==> src/rtl/asc_consts.svh <==
// Timing figures and pin encodings for the asynchronous SRAM host controller.
`ifndef ASC_CONSTS_SVH
`define ASC_CONSTS_SVH

// ---------------------------------------------------------------------
// Clock
// ---------------------------------------------------------------------
`define ASC_CLK_NS 4

// Least times round up to whole clock cycles.
`define ASC_CYC(ns) (((ns) + `ASC_CLK_NS - 1) / `ASC_CLK_NS)

// ---------------------------------------------------------------------
// Device timing in ns, fast grade then slow grade
// ---------------------------------------------------------------------
`define ASC_READ_CYCLE_PERIOD_FAST_NS  45
`define ASC_READ_CYCLE_PERIOD_SLOW_NS  55
`define ASC_ACCESS_FAST_NS             45
`define ASC_ACCESS_SLOW_NS             55
`define ASC_OE_RELEASE_FAST_NS         15
`define ASC_OE_RELEASE_SLOW_NS         20
`define ASC_WRITE_CYCLE_PERIOD_FAST_NS 45
`define ASC_WRITE_CYCLE_PERIOD_SLOW_NS 55
`define ASC_WRITE_PULSE_WIDTH_FAST_NS  35
`define ASC_WRITE_PULSE_WIDTH_SLOW_NS  40
`define ASC_WRITE_ADDRESS_LEAD_FAST_NS 35
`define ASC_WRITE_ADDRESS_LEAD_SLOW_NS 40
`define ASC_WRITE_DATA_SETUP_FAST_NS   20
`define ASC_WRITE_DATA_SETUP_SLOW_NS   25
`define ASC_WRITE_RELEASE_FAST_NS      15
`define ASC_WRITE_RELEASE_SLOW_NS      20

// ---------------------------------------------------------------------
// Pin levels, field positions and widths
// ---------------------------------------------------------------------
`define ASC_EXTRA_ADDRESS_BIT 15
`define ASC_ADDR_W            20
`define ASC_TIMER_W           5
`define ASC_WIDE_LEVEL        1'h1

`endif

==> src/rtl/asc_pkg.sv <==
// Types shared by the asynchronous SRAM host controller.
package asc_pkg;

	// -----------------------------------------------------------------
	// Sequencer states
	// -----------------------------------------------------------------
	typedef enum logic [4:0]
	{
		ASC_IDLE   = 5'h01,
		ASC_READ   = 5'h02,
		ASC_WSETUP = 5'h04,
		ASC_WPULSE = 5'h08,
		ASC_WHOLD  = 5'h10
	} asc_state_type;

endpackage

==> src/rtl/asc_ctrl.sv <==
// Host controller that runs read and write cycles on an asynchronous SRAM.
//
// Behaviour
// Write only while all four strobes active
// Time data against the terminating write edge
// Write pulse covers release plus data setup
// Address stable and valid through each cycle
// Device data valid after select access time
// Device lane data valid after lane access
// Device releases bus after output enable
// Device releases and drives bus around selects
// Device releases and drives lane around strobes
// Device stops driving when write strobe falls
// Device resumes driving after write strobe rises
// Selects active long enough before write end
// Write address leads write end enough
// Address held until the write ends
// Lane strobes active long enough before end
// Write data set up before write end
// Write data held to the terminating edge
// Width select low gives eight bit mode
// Read keeps write high, asserts enable, lanes
`timescale 1ns/1ps
`include "asc_consts.svh"

module asc_ctrl
#(
	parameter bit FAST_GRADE = 1'b1
)
(
	// Clock and reset
	input  wire logic        clk,
	input  wire logic        rstn,
	// User request
	input  wire logic        req_valid,
	output logic             req_ready,
	input  wire logic        req_write,
	input  wire logic [20:0] req_addr,
	input  wire logic [15:0] req_wdata,
	input  wire logic [1:0]  req_lanes,
	input  wire logic        wide_mode,
	// User answer
	output logic             resp_valid,
	output logic [15:0]      resp_rdata,
	// SRAM control pins
	output logic [19:0]      addr_pin,
	output logic             select_low_n,
	output logic             select_high,
	output logic             upper_lane_n,
	output logic             lower_lane_n,
	output logic             write_n,
	output logic             out_en_n,
	output logic             width_sel,
	// SRAM data pins
	input  wire logic [15:0] dq_in,
	output logic [15:0]      dq_out,
	output logic [15:0]      dq_oe
);

	// -----------------------------------------------------------------
	// Cycle counts
	// -----------------------------------------------------------------
	// The data pins pass a two-stage synchroniser, so the read waits two
	// cycles beyond the access time before it samples.
	localparam int ACC_CYC = FAST_GRADE ? `ASC_CYC(`ASC_ACCESS_FAST_NS)
		: `ASC_CYC(`ASC_ACCESS_SLOW_NS);
	localparam int RC_CYC = FAST_GRADE
		? `ASC_CYC(`ASC_READ_CYCLE_PERIOD_FAST_NS)
		: `ASC_CYC(`ASC_READ_CYCLE_PERIOD_SLOW_NS);
	localparam int RD_CYC = (ACC_CYC + 2 > RC_CYC) ? ACC_CYC + 2 : RC_CYC;
	localparam int HZ_CYC = FAST_GRADE
		? `ASC_CYC(`ASC_OE_RELEASE_FAST_NS)
		: `ASC_CYC(`ASC_OE_RELEASE_SLOW_NS);
	localparam int WHZ_CYC = FAST_GRADE
		? `ASC_CYC(`ASC_WRITE_RELEASE_FAST_NS)
		: `ASC_CYC(`ASC_WRITE_RELEASE_SLOW_NS);
	localparam int SD_CYC = FAST_GRADE
		? `ASC_CYC(`ASC_WRITE_DATA_SETUP_FAST_NS)
		: `ASC_CYC(`ASC_WRITE_DATA_SETUP_SLOW_NS);
	localparam int PWE_MIN = FAST_GRADE
		? `ASC_CYC(`ASC_WRITE_PULSE_WIDTH_FAST_NS)
		: `ASC_CYC(`ASC_WRITE_PULSE_WIDTH_SLOW_NS);
	localparam int AW_CYC = FAST_GRADE
		? `ASC_CYC(`ASC_WRITE_ADDRESS_LEAD_FAST_NS)
		: `ASC_CYC(`ASC_WRITE_ADDRESS_LEAD_SLOW_NS);
	localparam int WC_CYC = FAST_GRADE
		? `ASC_CYC(`ASC_WRITE_CYCLE_PERIOD_FAST_NS)
		: `ASC_CYC(`ASC_WRITE_CYCLE_PERIOD_SLOW_NS);
	// Output enable stays high in writes, yet the pulse still covers the
	// release delay plus setup so the cycle is also legal with it low.
	localparam int PWE_CYC = (WHZ_CYC + SD_CYC > PWE_MIN)
		? WHZ_CYC + SD_CYC + 1 : PWE_MIN;
	localparam int WR_TOTAL = HZ_CYC + PWE_CYC + 1;
	localparam int TW = `ASC_TIMER_W;

	// -----------------------------------------------------------------
	// State
	// -----------------------------------------------------------------
	typedef struct packed
	{
		asc_pkg::asc_state_type st;
		logic [19:0]            addr;
		logic                   extra;
		logic                   wide;
		logic [15:0]            wdata;
		logic [1:0]             lanes_n;
		logic                   sel;
		logic                   oe_n;
		logic                   we_n;
		logic                   drive;
		logic [15:0]            sync1;
		logic [15:0]            sync2;
		logic [15:0]            rdata;
		logic                   rvalid;
		logic [TW-1:0]          pad;
	} asc_state_vec_type;

	asc_state_vec_type s_q;
	asc_state_vec_type s_d;
	logic              t_load;
	logic [TW-1:0]     t_value;
	logic              t_done;

	asc_timer #(.WIDTH(TW)) u_timer
	(
		.clk   (clk),
		.rstn  (rstn),
		.load  (t_load),
		.value (t_value),
		.done  (t_done)
	);

	// -----------------------------------------------------------------
	// Sequencer
	// -----------------------------------------------------------------
	always_comb
	begin
		s_d = s_q;
		t_load = 1'b0;
		t_value = '0;
		s_d.sync1 = dq_in;
		s_d.sync2 = s_q.sync1;
		s_d.rvalid = 1'b0;
		unique case (s_q.st)
			asc_pkg::ASC_IDLE:
			begin
				if (s_q.pad != '0)
					s_d.pad = s_q.pad - TW'(1);
				else if (req_valid)
				begin
					s_d.addr = req_addr[19:0];
					s_d.extra = req_addr[20];
					s_d.wide = wide_mode;
					s_d.wdata = req_wdata;
					// In eight bit mode the lanes are ignored; both are held
					// low so the write still meets the four-strobe overlap.
					s_d.lanes_n = (wide_mode == `ASC_WIDE_LEVEL)
						? ~req_lanes : 2'h0;
					s_d.sel = 1'b1;
					if (req_write)
					begin
						s_d.oe_n = 1'b1;
						t_load = 1'b1;
						t_value = TW'(HZ_CYC - 1);
						s_d.st = asc_pkg::ASC_WSETUP;
					end
					else
					begin
						s_d.oe_n = 1'b0;
						s_d.we_n = 1'b1;
						t_load = 1'b1;
						t_value = TW'(RD_CYC - 1);
						s_d.st = asc_pkg::ASC_READ;
					end
				end
			end
			asc_pkg::ASC_READ:
			begin
				if (t_done)
				begin
					s_d.rdata = s_q.wide ? s_q.sync2
						: {8'h00, s_q.sync2[7:0]};
					s_d.rvalid = 1'b1;
					s_d.sel = 1'b0;
					s_d.oe_n = 1'b1;
					s_d.lanes_n = 2'h3;
					s_d.st = asc_pkg::ASC_IDLE;
				end
			end
			asc_pkg::ASC_WSETUP:
			begin
				// Waits out the device release before the host drives data.
				if (t_done)
				begin
					s_d.drive = 1'b1;
					// With no lane enabled the strobe stays high: no write.
					s_d.we_n = &s_q.lanes_n;
					t_load = 1'b1;
					t_value = TW'(PWE_CYC - 1);
					s_d.st = asc_pkg::ASC_WPULSE;
				end
			end
			asc_pkg::ASC_WPULSE:
			begin
				if (t_done)
				begin
					s_d.we_n = 1'b1;
					s_d.st = asc_pkg::ASC_WHOLD;
				end
			end
			asc_pkg::ASC_WHOLD:
			begin
				// Address, data and selects outlast the write edge by one
				// cycle, covering zero hold with board skew to spare.
				s_d.drive = 1'b0;
				s_d.sel = 1'b0;
				s_d.lanes_n = 2'h3;
				s_d.rvalid = 1'b1;
				s_d.pad = (WC_CYC > WR_TOTAL)
					? TW'(WC_CYC - WR_TOTAL) : '0;
				s_d.st = asc_pkg::ASC_IDLE;
			end
		endcase
	end

	always_ff @(posedge clk)
	begin
		if (!rstn)
		begin
			s_q <= '0;
			s_q.st <= asc_pkg::ASC_IDLE;
			s_q.lanes_n <= 2'h3;
			s_q.oe_n <= 1'b1;
			s_q.we_n <= 1'b1;
			s_q.wide <= 1'b1;
		end
		else
			s_q <= s_d;
	end

	// -----------------------------------------------------------------
	// Pins and answer
	// -----------------------------------------------------------------
	assign req_ready = (s_q.st == asc_pkg::ASC_IDLE) && (s_q.pad == '0);
	assign resp_valid = s_q.rvalid;
	assign resp_rdata = s_q.rdata;
	assign addr_pin = s_q.addr;
	assign select_low_n = ~s_q.sel;
	assign select_high = s_q.sel;
	assign upper_lane_n = s_q.lanes_n[1];
	assign lower_lane_n = s_q.lanes_n[0];
	assign write_n = s_q.we_n;
	assign out_en_n = s_q.oe_n;
	assign width_sel = s_q.wide;

	// In eight bit mode the top data line carries the extra address bit
	// for the whole cycle, read or write.
	always_comb
	begin
		dq_out = s_q.wdata;
		dq_oe = {16{s_q.drive}};
		if (!s_q.wide)
		begin
			dq_oe[14:8] = 7'h00;
			dq_out[`ASC_EXTRA_ADDRESS_BIT] = s_q.extra;
			dq_oe[`ASC_EXTRA_ADDRESS_BIT] = s_q.sel;
		end
	end

	// -----------------------------------------------------------------
	// Checks
	// -----------------------------------------------------------------
	logic [7:0] we_low_cnt;
	logic [7:0] sel_cnt;
	logic [7:0] drive_cnt;
	logic [7:0] oe_hi_cnt;

	always_ff @(posedge clk)
	begin
		if (!rstn)
		begin
			we_low_cnt <= 8'h00;
			sel_cnt <= 8'h00;
			drive_cnt <= 8'h00;
			oe_hi_cnt <= 8'h00;
		end
		else
		begin
			we_low_cnt <= write_n ? 8'h00 : we_low_cnt + 8'h01;
			sel_cnt <= s_q.sel ? sel_cnt + 8'h01 : 8'h00;
			drive_cnt <= s_q.drive ? drive_cnt + 8'h01 : 8'h00;
			oe_hi_cnt <= !out_en_n ? 8'h00
				: oe_hi_cnt + 8'(oe_hi_cnt != 8'hff);
		end
	end

	a_write_overlap: assert property (@(posedge clk) disable iff (!rstn)
		!write_n |-> !select_low_n && select_high
		&& !(upper_lane_n && lower_lane_n))
		else $error("write strobe low without all selects active");

	a_write_pulse: assert property (@(posedge clk) disable iff (!rstn)
		$rose(write_n) |-> we_low_cnt >= 8'(PWE_CYC))
		else $error("write pulse shorter than required");

	a_select_lead: assert property (@(posedge clk) disable iff (!rstn)
		$rose(write_n) |-> sel_cnt >= 8'(AW_CYC))
		else $error("selects not active long enough before write end");

	a_data_setup: assert property (@(posedge clk) disable iff (!rstn)
		$rose(write_n) |-> drive_cnt >= 8'(SD_CYC))
		else $error("write data setup too short");

	a_hold_after: assert property (@(posedge clk) disable iff (!rstn)
		$rose(write_n) |-> dq_oe[0] && $stable(dq_out) && $stable(addr_pin)
		&& !select_low_n ##1 !dq_oe[0] && select_low_n)
		else $error("data or address not held to the write end");

	a_addr_stable: assert property (@(posedge clk) disable iff (!rstn)
		s_q.sel && $past(s_q.sel) |-> $stable(addr_pin))
		else $error("address moved inside a cycle");

	a_edge_owner: assert property (@(posedge clk) disable iff (!rstn)
		!write_n && $past(!write_n) |-> $stable({upper_lane_n,
		lower_lane_n, select_low_n}))
		else $error("write ended by an edge other than the write strobe");

	a_read_levels: assert property (@(posedge clk) disable iff (!rstn)
		!out_en_n |-> write_n && !select_low_n && select_high
		&& !dq_oe[0])
		else $error("read with bad control levels");

	a_bus_release: assert property (@(posedge clk) disable iff (!rstn)
		$rose(dq_oe[0]) |-> oe_hi_cnt >= 8'(HZ_CYC))
		else $error("host drove data before device release");

	a_read_length: assert property (@(posedge clk) disable iff (!rstn)
		$rose(out_en_n) |-> sel_cnt >= 8'(ACC_CYC + 2))
		else $error("read cycle ended too early");

endmodule

==> src/rtl/asc_timer.sv <==
// Loadable down counter that paces the SRAM bus phases.
`timescale 1ns/1ps
`include "asc_consts.svh"

module asc_timer
#(
	parameter int WIDTH = `ASC_TIMER_W
)
(
	// Clock and reset
	input  wire logic             clk,
	input  wire logic             rstn,
	// Control
	input  wire logic             load,
	input  wire logic [WIDTH-1:0] value,
	// Status
	output logic                  done
);

	typedef struct packed
	{
		logic [WIDTH-1:0] count;
	} asc_timer_state_type;

	asc_timer_state_type s_q;
	asc_timer_state_type s_d;

	always_comb
	begin
		s_d = s_q;
		if (load)
			s_d.count = value;
		else if (s_q.count != '0)
			s_d.count = s_q.count - WIDTH'(1);
	end

	always_ff @(posedge clk)
	begin
		if (!rstn)
			s_q <= '0;
		else
			s_q <= s_d;
	end

	assign done = (s_q.count == '0);

endmodule

==> config.mk <==
export PLATFORM = sky130hd
export DESIGN_NAME = asc_ctrl
export DESIGN_NICKNAME = d
export VERILOG_FILES = /design/src/rtl/asc_pkg.sv /design/src/rtl/asc_ctrl.sv /design/src/rtl/asc_timer.sv
export VERILOG_INCLUDE_DIRS = /design/src /design/src/rtl
export SDC_FILE = /design/constraint.sdc
export NUM_CORES = 1
export LEC_CHECK = 0
export BUFFER_PORTS_ARGS = -buffer_cell sky130_fd_sc_hd__buf_2
export CAP_MARGIN = 40
export CORE_MARGIN = 1.5
export CORE_UTILIZATION = 40
export DETAILED_ROUTE_END_ITERATION = 6
export PLACE_DENSITY = 0.66
export SKIP_LAST_GASP = 1
export SLEW_MARGIN = 0
export SYNTH_ARGS = -nofsm -noshare
export SYNTH_HDL_FRONTEND = slang
export SYNTH_HIERARCHICAL = 1
export SYNTH_SLANG_ARGS = --single-unit
==> constraint.sdc <==
create_clock -name clk -period 6.4 [get_ports clk]
set_clock_uncertainty 0.15 [all_clocks]
set_input_delay 0 -clock clk [delete_from_list [all_inputs] [get_ports clk]]
set_output_delay 0 -clock clk [all_outputs]
set_load 0.02 [all_outputs]
==> metrics, run 1 <==
multiplexer fraction of the synthesized cell area=9.31%; Final Wtd Congestion=between 0.7 and 0.8; Total Negative Setup Slacks=0 ns; routed length on met2=4440 µm; startpoint class of the critical path=flip-flop; fraction of synthesis flops using an asynchronous set or reset pin=0%; number of synthesized flops with an enable pin=0; worst hold-check path type=in -> reg; main combinational cell family by area after synthesis=simple AND/OR/NAND/NOR gates; GRT overflow=0; type of the worst setup path=reg -> reg; routed length per placed instance=about 12 µm; status=completed; syn nets=about 540; delay-heaviest family, CP=simple AND/OR/NAND/NOR gates; number of distinct library cell variants in the gate-level netlist after synthesis=52; Post-synth top flop=sky130_fd_sc_hd__dfxtp_1; count of synthesis-stage warnings from yosys=6; Final Instance Count excl. Fillers=around 740; Crit path buffers/inverters=2; compound-gate portion of the synthesized area=around 6.3%; WP data arrival=between 2 and 3 ns; final hold violations=0; CTS root buffer=sky130_fd_sc_hd__clkbuf_16; total met3 wirelength after detailed routing=356 µm; effective utilization at floorplan=41.5%; leading cell types in the layout, fill and taps excluded=sky130_fd_sc_hd__buf_2 (136), sky130_fd_sc_hd__dfxtp_1 (108), sky130_fd_sc_hd__dlygate4sd3_1 (59); antenna violations before repair=0; pin count of the biggest net entering global routing=51; detailed-route wire length=around 9100 µm; total number of placement rows=38; Die W=around 110 µm; Core Area=11,000 µm²; buffers inserted during post-CTS setup optimization=0; via count of the first global-routing pass=roughly 3,200; Tightest Pin Transition=0.681 ns; FMAX=0.374 GHz; Worst Path Required=6.54 ns; type of destination of the critical path=flip-flop; ports placed on the boundary=137; maximum vdd ir drop=0.000137 V; simple-gate share of the synthesized area=20.1%; Die ar.=between 10,000 and 15,000 µm²; most common library cell in the layout ignoring fill and taps=sky130_fd_sc_hd__buf_2; highest metal layer used by the detailed router=met4; DP Cell Count=around 670; Max-cap violations=0; final critical-path required period=2.68 ns; synthesized area per cell=between 9 and 10 µm²; number of pins exceeding their max-slew limit in the final report=0; gate count of the mapped netlist=~480; number of port buffers=roughly 140; Layout Area Growth over Synthesis=25.4%; maximum fanout encountered on the critical timing path=43; Post-DRT Antenna Nets=0; number of gates resized after cts=0; Diodes inserted=0; Finished Cell Area=around 5700 µm²; RSZ-0062 raised after global routing=false; clock insertion delay at the later pin of the skew report=~0.34 ns; xor and xnor area share after synthesis=between 1 and 1.5%; clock tree buffer depth=2; DRC Markers=0; cells traversed along the worst timing path=inv_1 > ha_1 > nor4b_4 > nand4_1 > buf_4 > nand2_1 > or4_1 > nand3_1; Finish-stage setup viols=0; total standard cell area after synthesis=~4600 µm²; post-DP HPWL=6280 µm; arithmetic-cell share of the synthesized area counting full adders, half adders and majority gates=less than 1%; overall die height=110 µm; placement-stage cell area=slightly below 5000 µm²; layout net count=between 600 and 700; global-route total usage across every layer=around 15%; worst-case headroom to the max-slew limit=a little over half; Seq/Total Area, Yosys=between 40% and 50%; fraction of layout instances using a drive strength above 1=about 28%; critical path's largest stage delay=around 0.59 ns; Num CTS Buffers=9; Clock Sink Count=about 110; Vias=3,396; count of routing violations after the opening detailed-route iteration=just under 100; wire length of the first global-routing pass=around 14,000 µm; detailed-router iteration count before antenna repair=4; clock-pin transition on the worst setup and hold timing paths=0.08 ns; share of the clock period used by the worst path after layout=between 40% and 50%; TritonCTS clock tree=yes; via/cell ratio=around 4.6; flop and latch count out of synthesis=108; leakage dissipation=approximately 0.0027 µW; total power density per cell area=between 200 and 300 nW/µm²; level count of the clock H-tree=3; wire length the detailed router placed on met1=4240 µm; slowest stage cell on the critical path=sky130_fd_sc_hd__or4_1
==> timing repair <==
item,in CTS,in global routing
hold endpoints to repair,61,0
hold buffers,59,0
setup endpoints to repair,0,0
==> metrics by stage <==
step / utilization (%) / hold slack (ns) / setup WS [ns] / total power (µW)
after global placement: 43.6 / 0.0567 / 3.79 / 996
after floorplan: - / -0.0249 / 4.23 / 962
final: 52.1 / 0.0705 / 3.72 / 1570
after global routing: 52.1 / 0.122 / 3.49 / 1650
after CTS: 52.1 / 0.0659 / 3.71 / 1590
after detailed placement: 43.8 / 0.0596 / 3.72 / 1010
==> area by class of cell <==
type                       instances  area [µm²]
tap                              140         175
clock buffer                       9         225
fill                             987        5270
inverter                          13        48.8
multi-input combinational        268        1710
clock inverter                     7        91.3
sequential                       108        2160
timing repair buffer             198        1310
==> cells in the mapped netlist (2+ instances only) <==
library cell	instances	area share [%]
sky130_fd_sc_hd__clkbuf_1	12	0.99
sky130_fd_sc_hd__nand2b_1	3	0.41
sky130_fd_sc_hd__nand4_1	6	0.82
sky130_fd_sc_hd__a32o_1	2	0.44
sky130_fd_sc_hd__nand3_1	16	1.8
sky130_fd_sc_hd__a31oi_1	2	0.27
sky130_fd_sc_hd__ha_1	2	0.55
sky130_fd_sc_hd__o311ai_0	2	0.38
sky130_fd_sc_hd__o21ai_0	6	0.66
sky130_fd_sc_hd__or3_1	2	0.27
sky130_fd_sc_hd__mux2i_1	39	8.6
sky130_fd_sc_hd__buf_4	66	11
sky130_fd_sc_hd__and2_1	35	4.8
sky130_fd_sc_hd__dfxtp_1	108	47
sky130_fd_sc_hd__nor4b_4	2	1.0
sky130_fd_sc_hd__buf_6	6	1.5
sky130_fd_sc_hd__a21oi_1	19	2.1
sky130_fd_sc_hd__nor2_1	51	4.2
sky130_fd_sc_hd__o211ai_1	2	0.33
sky130_fd_sc_hd__a211oi_1	2	0.33
sky130_fd_sc_hd__xnor2_1	3	0.58
sky130_fd_sc_hd__buf_2	5	0.55
sky130_fd_sc_hd__nor3_2	2	0.44
sky130_fd_sc_hd__mux2_2	3	0.74
sky130_fd_sc_hd__nor2b_1	4	0.55
sky130_fd_sc_hd__xor2_1	3	0.58
sky130_fd_sc_hd__nor3_1	6	0.66
sky130_fd_sc_hd__inv_1	12	0.99
sky130_fd_sc_hd__o21bai_1	2	0.33
sky130_fd_sc_hd__nand2_1	34	2.8
==> tightest hold or removal path, delay by kind of cell <==
family / cells / cell delay, ns
buffers and inverters: 3 / 0.46
AOI/OAI and AO/OA: 1 / 0.04
==> flip-flops by register name (all words and copies together) (netlist names), 5 cells and up <==
signal	cells
resp_rdata	16
s_d	16
s_q	28
u_timer/s_q	5
dq_out	15
addr_pin	20
==> final timing paths <==
kind	startpoint	endpoint	slack (ns)	cells past startpoint
worst max register to register	s_q[0]$_SDFFE_PN0P_	u_timer/s_q[1]$_SDFFE_PN0P_	3.72	8
worst max-delay path	s_q[0]$_SDFFE_PN0P_	u_timer/s_q[1]$_SDFFE_PN0P_	3.72	8
worst min register to register	s_d[23]$_SDFF_PN0_	s_q[23]$_SDFF_PN0_	0.28	1
worst min-delay path	rstn	u_timer/s_q[4]$_SDFFE_PN0P_	0.07	4
==> power breakdown <==
| group | internal (µW) | switching [µW] | total, µW |
|---|---|---|---|
| sequential | 713 | 29.5 | 743 |
| clock | 282 | 272 | 554 |
| combinational | 128 | 148 | 277 |
==> kinds of logic after synthesis <==
kind of cell	count (synthesis)
flops	108
other cells	1
xor+xnor	6
mux	42
buf+inv	103
simple gates	172
fa+ha+maj	2
compound gates	45
==> routing by layer <==
metal  global-route usage (%)  vias up
li1                         -     1766
met1                     18.1     1532
met2                     26.0       89
met3                     2.79        9
met4                     6.03        0
met5                        0        -
Power figures use the tool's default switching activity.
==> run 2, diff against run 1 <==
==> constraint.sdc (replaced) <==
create_clock -name clk -period 2.54 [get_ports clk]
set_clock_uncertainty 0.15 [all_clocks]
set_input_delay 0 -clock clk [delete_from_list [all_inputs] [get_ports clk]]
set_output_delay 0 -clock clk [all_outputs]
set_load 0.02 [all_outputs]
==> run 2 against run 1 <==
Final cell count rose by 0.27%. Fmax rose by 16%. Die area did not move. Core utilization rose by 0.11 points. Critical path type unchanged. Register-to-register slack got worse by 3.5 ns. Clock power rose to 2.6 times the previous value. Highest routed layer unchanged. Global-route usage rose by 1.1 points. Design area rose by 0.22%. Non-clock buffer count rose by 3. Power rose to 2.5 times the previous value. Sequential share of layout area fell by 0.083 points.
==> metrics, run 2 (synthesis results as in run 1) <==
CTS root buffer=sky130_fd_sc_hd__clkbuf_16 (unchanged); startpoint class of the critical path=flip-flop (unchanged); clock insertion delay at the later pin of the skew report=0.34 ns (about the same); share of the clock period used by the worst path after layout=90.9% (was 41.8%); Crit path buffers/inverters=1 (was 2); count of routing violations after the opening detailed-route iteration=118 (was 98); layout net count=663 (was 660); level count of the clock H-tree=3 (unchanged); slowest stage cell on the critical path=sky130_fd_sc_hd__nor4b_4 (was sky130_fd_sc_hd__or4_1); pin count of the biggest net entering global routing=50 (was 51); DRC Markers=0 (unchanged); final hold violations=0 (unchanged); RSZ-0062 raised after global routing=false (unchanged); Levels on crit path=7 (was 8); post-DP HPWL=6430 µm (was 6280 µm); Final Wtd Congestion=0.820 (was 0.783); critical path's largest stage delay=0.38 ns (was 0.59 ns); cells traversed along the worst timing path=inv_1 > ha_1 > nor4b_4 > and4bb_2 > a31oi_1 > a21oi_1 > mux2_2 (was inv_1 > ha_1 > nor4b_4 > nand4_1 > buf_4 > nand2_1 > or4_1 > nand3_1); type of the worst setup path=reg -> reg (unchanged); total number of placement rows=38 (unchanged); maximum fanout encountered on the critical timing path=8 (was 43); via count of the first global-routing pass=3,419 (was 3,168); Core Area=11,000 µm² (unchanged); delay-heaviest family, CP=simple AND/OR/NAND/NOR gates (unchanged); type of destination of the critical path=flip-flop (unchanged); area taken by flip-flops and latches=2160 µm² (unchanged); FILL cells=989 (was 987); Layout Area Growth over Synthesis=25.7% (was 25.4%); GRT overflow=0 (unchanged); status=completed (unchanged); FMAX=0.433 GHz (was 0.374 GHz); Die W=110 µm (unchanged); fraction of layout instances using a drive strength above 1=28.6% (was 28.4%); final critical-path required period=2.31 ns (was 2.68 ns); via/cell ratio=4.68 (was 4.57); Die ar.=12,000 µm² (unchanged); number of gates resized after cts=0 (unchanged); Post-DRT Antenna Nets=0 (unchanged); clock-pin transition on the worst setup and hold timing paths=0.07 ns (was 0.08 ns); Worst Hold Slack=0.238 ns (was 0.0705 ns); Max-cap violations=0 (unchanged); flip-flop count of the largest register, all copies and words added=28 (unchanged); effective utilization at floorplan=41.5% (unchanged); Total Negative Setup Slacks=0 ns (unchanged); ports placed on the boundary=137 (unchanged); Diodes inserted=0 (unchanged); global-route total usage across every layer=16.0% (was 15.0%); Clock Sink Count=108 (unchanged); register with the most flip-flops=s_q (unchanged); leakage dissipation=0.00275 µW (was 0.00273 µW); detailed-router iteration count before antenna repair=4 (unchanged); Num CTS Buffers=9 (unchanged); Tightest Pin Transition=0.576 ns (was 0.681 ns); detailed-route wire length=9590 µm (was 9140 µm); most common library cell in the layout ignoring fill and taps=sky130_fd_sc_hd__buf_2 (unchanged); number of pins exceeding their max-slew limit in the final report=0 (unchanged); worst hold-check path type=in -> reg (unchanged); maximum vdd ir drop=0.000326 V (was 0.000137 V); TritonCTS clock tree=yes (unchanged); leading cell types in the layout, fill and taps excluded=sky130_fd_sc_hd__buf_2 (136), sky130_fd_sc_hd__dfxtp_1 (108), sky130_fd_sc_hd__dlygate4sd3_1 (59) (unchanged); WP data arrival=2.39 ns (was 2.82 ns); buffers inserted during post-CTS setup optimization=0 (unchanged); Worst Path Required=2.62 ns (was 6.54 ns); number of port buffers=136 (unchanged); number of cells on the worst reg-to-reg path=7 (was 8); area occupied by multi-input gates=1710 µm² (unchanged); antenna violations before repair=0 (unchanged); worst-case headroom to the max-slew limit=61.5% (was 54.6%); Finish-stage setup viols=0 (unchanged); Vias=3,485 (was 3,396); wire length of the first global-routing pass=14,900 µm (was 14,100 µm); overall die height=110 µm (unchanged); total power density per cell area=699 nW/µm² (was 275 nW/µm²); routed length per placed instance=12.9 µm (was 12.3 µm); Hold Path Cell Cnt=3 (was 4); clock tree buffer depth=2 (unchanged)
[run 2: worst paths after layout]
kind,from,endpoint,slack [ns]
setup / recovery,u_timer/s_q[0]$_SDFFE_PN0P_,upper_lane_n$_SDFFE_PN1P_,0.23
hold / removal,dq_in[8],s_d[30]$_SDFF_PN0_,0.24
setup reg to reg,u_timer/s_q[0]$_SDFFE_PN0P_,upper_lane_n$_SDFFE_PN1P_,0.23
hold reg to reg,s_q[23]$_SDFF_PN0_,resp_rdata[1]$_SDFFE_PN0P_,0.28
[run 2: worst register-to-register path, delay by kind of cell (launching register included)]
kind / cells / cell delay [ns]
buffers and inverters: 1 / 0.08
AOI/OAI and AO/OA: 2 / 0.35
DFF: 1 / 0.33
adders and majority gates: 1 / 0.21
muxes: 1 / 0.36
and+or+nand+nor: 2 / 0.72
[run 2: per-layer routing]
layer,vias to the layer above,share of wire (%),global-route usage [%]
met3,12,5.4,4.21
met2,92,50,29.5
met1,1617,43,16.7
met5,-,0,0
met4,0,1.8,8.07
li1,1764,-,-
[run 2: what timing repair did]
action,in CTS,in global routing
endpoints found under the setup margin,0,0
endpoints found under the hold margin,62,0
hold buffers,59,0
[run 2: cell type report]
type,count,area share (%)
multi-input cells,268,29.8
well taps,140,3.06
clock buffers,9,3.93
clock inverters,6,1.42
inverters,13,0.852
repair buffers,201,23.2
flip-flops and latches,108,37.7
[run 2: per-stage QoR]
stage | instance area [µm²] | instances | worst slack [ns] | total power [µW] | utilization (%)
after detailed placement | 4830 | 671 | 0.238 | 2560 | 44.0
after floorplan | 4560 | 479 | 0.368 | 2420 | -
after CTS | 5730 | 745 | 0.229 | 4050 | 52.2
after global routing | 5730 | 745 | 0.0196 | 4190 | 52.2
after global placement | 4830 | 671 | 0.368 | 2540 | 44.0
final | 5730 | 745 | 0.231 | 4010 | 52.2
[run 2: power breakdown]
group          internal [µW]  switching, µW
clock                    780            641
sequential              1800           77.0
combinational            343            371
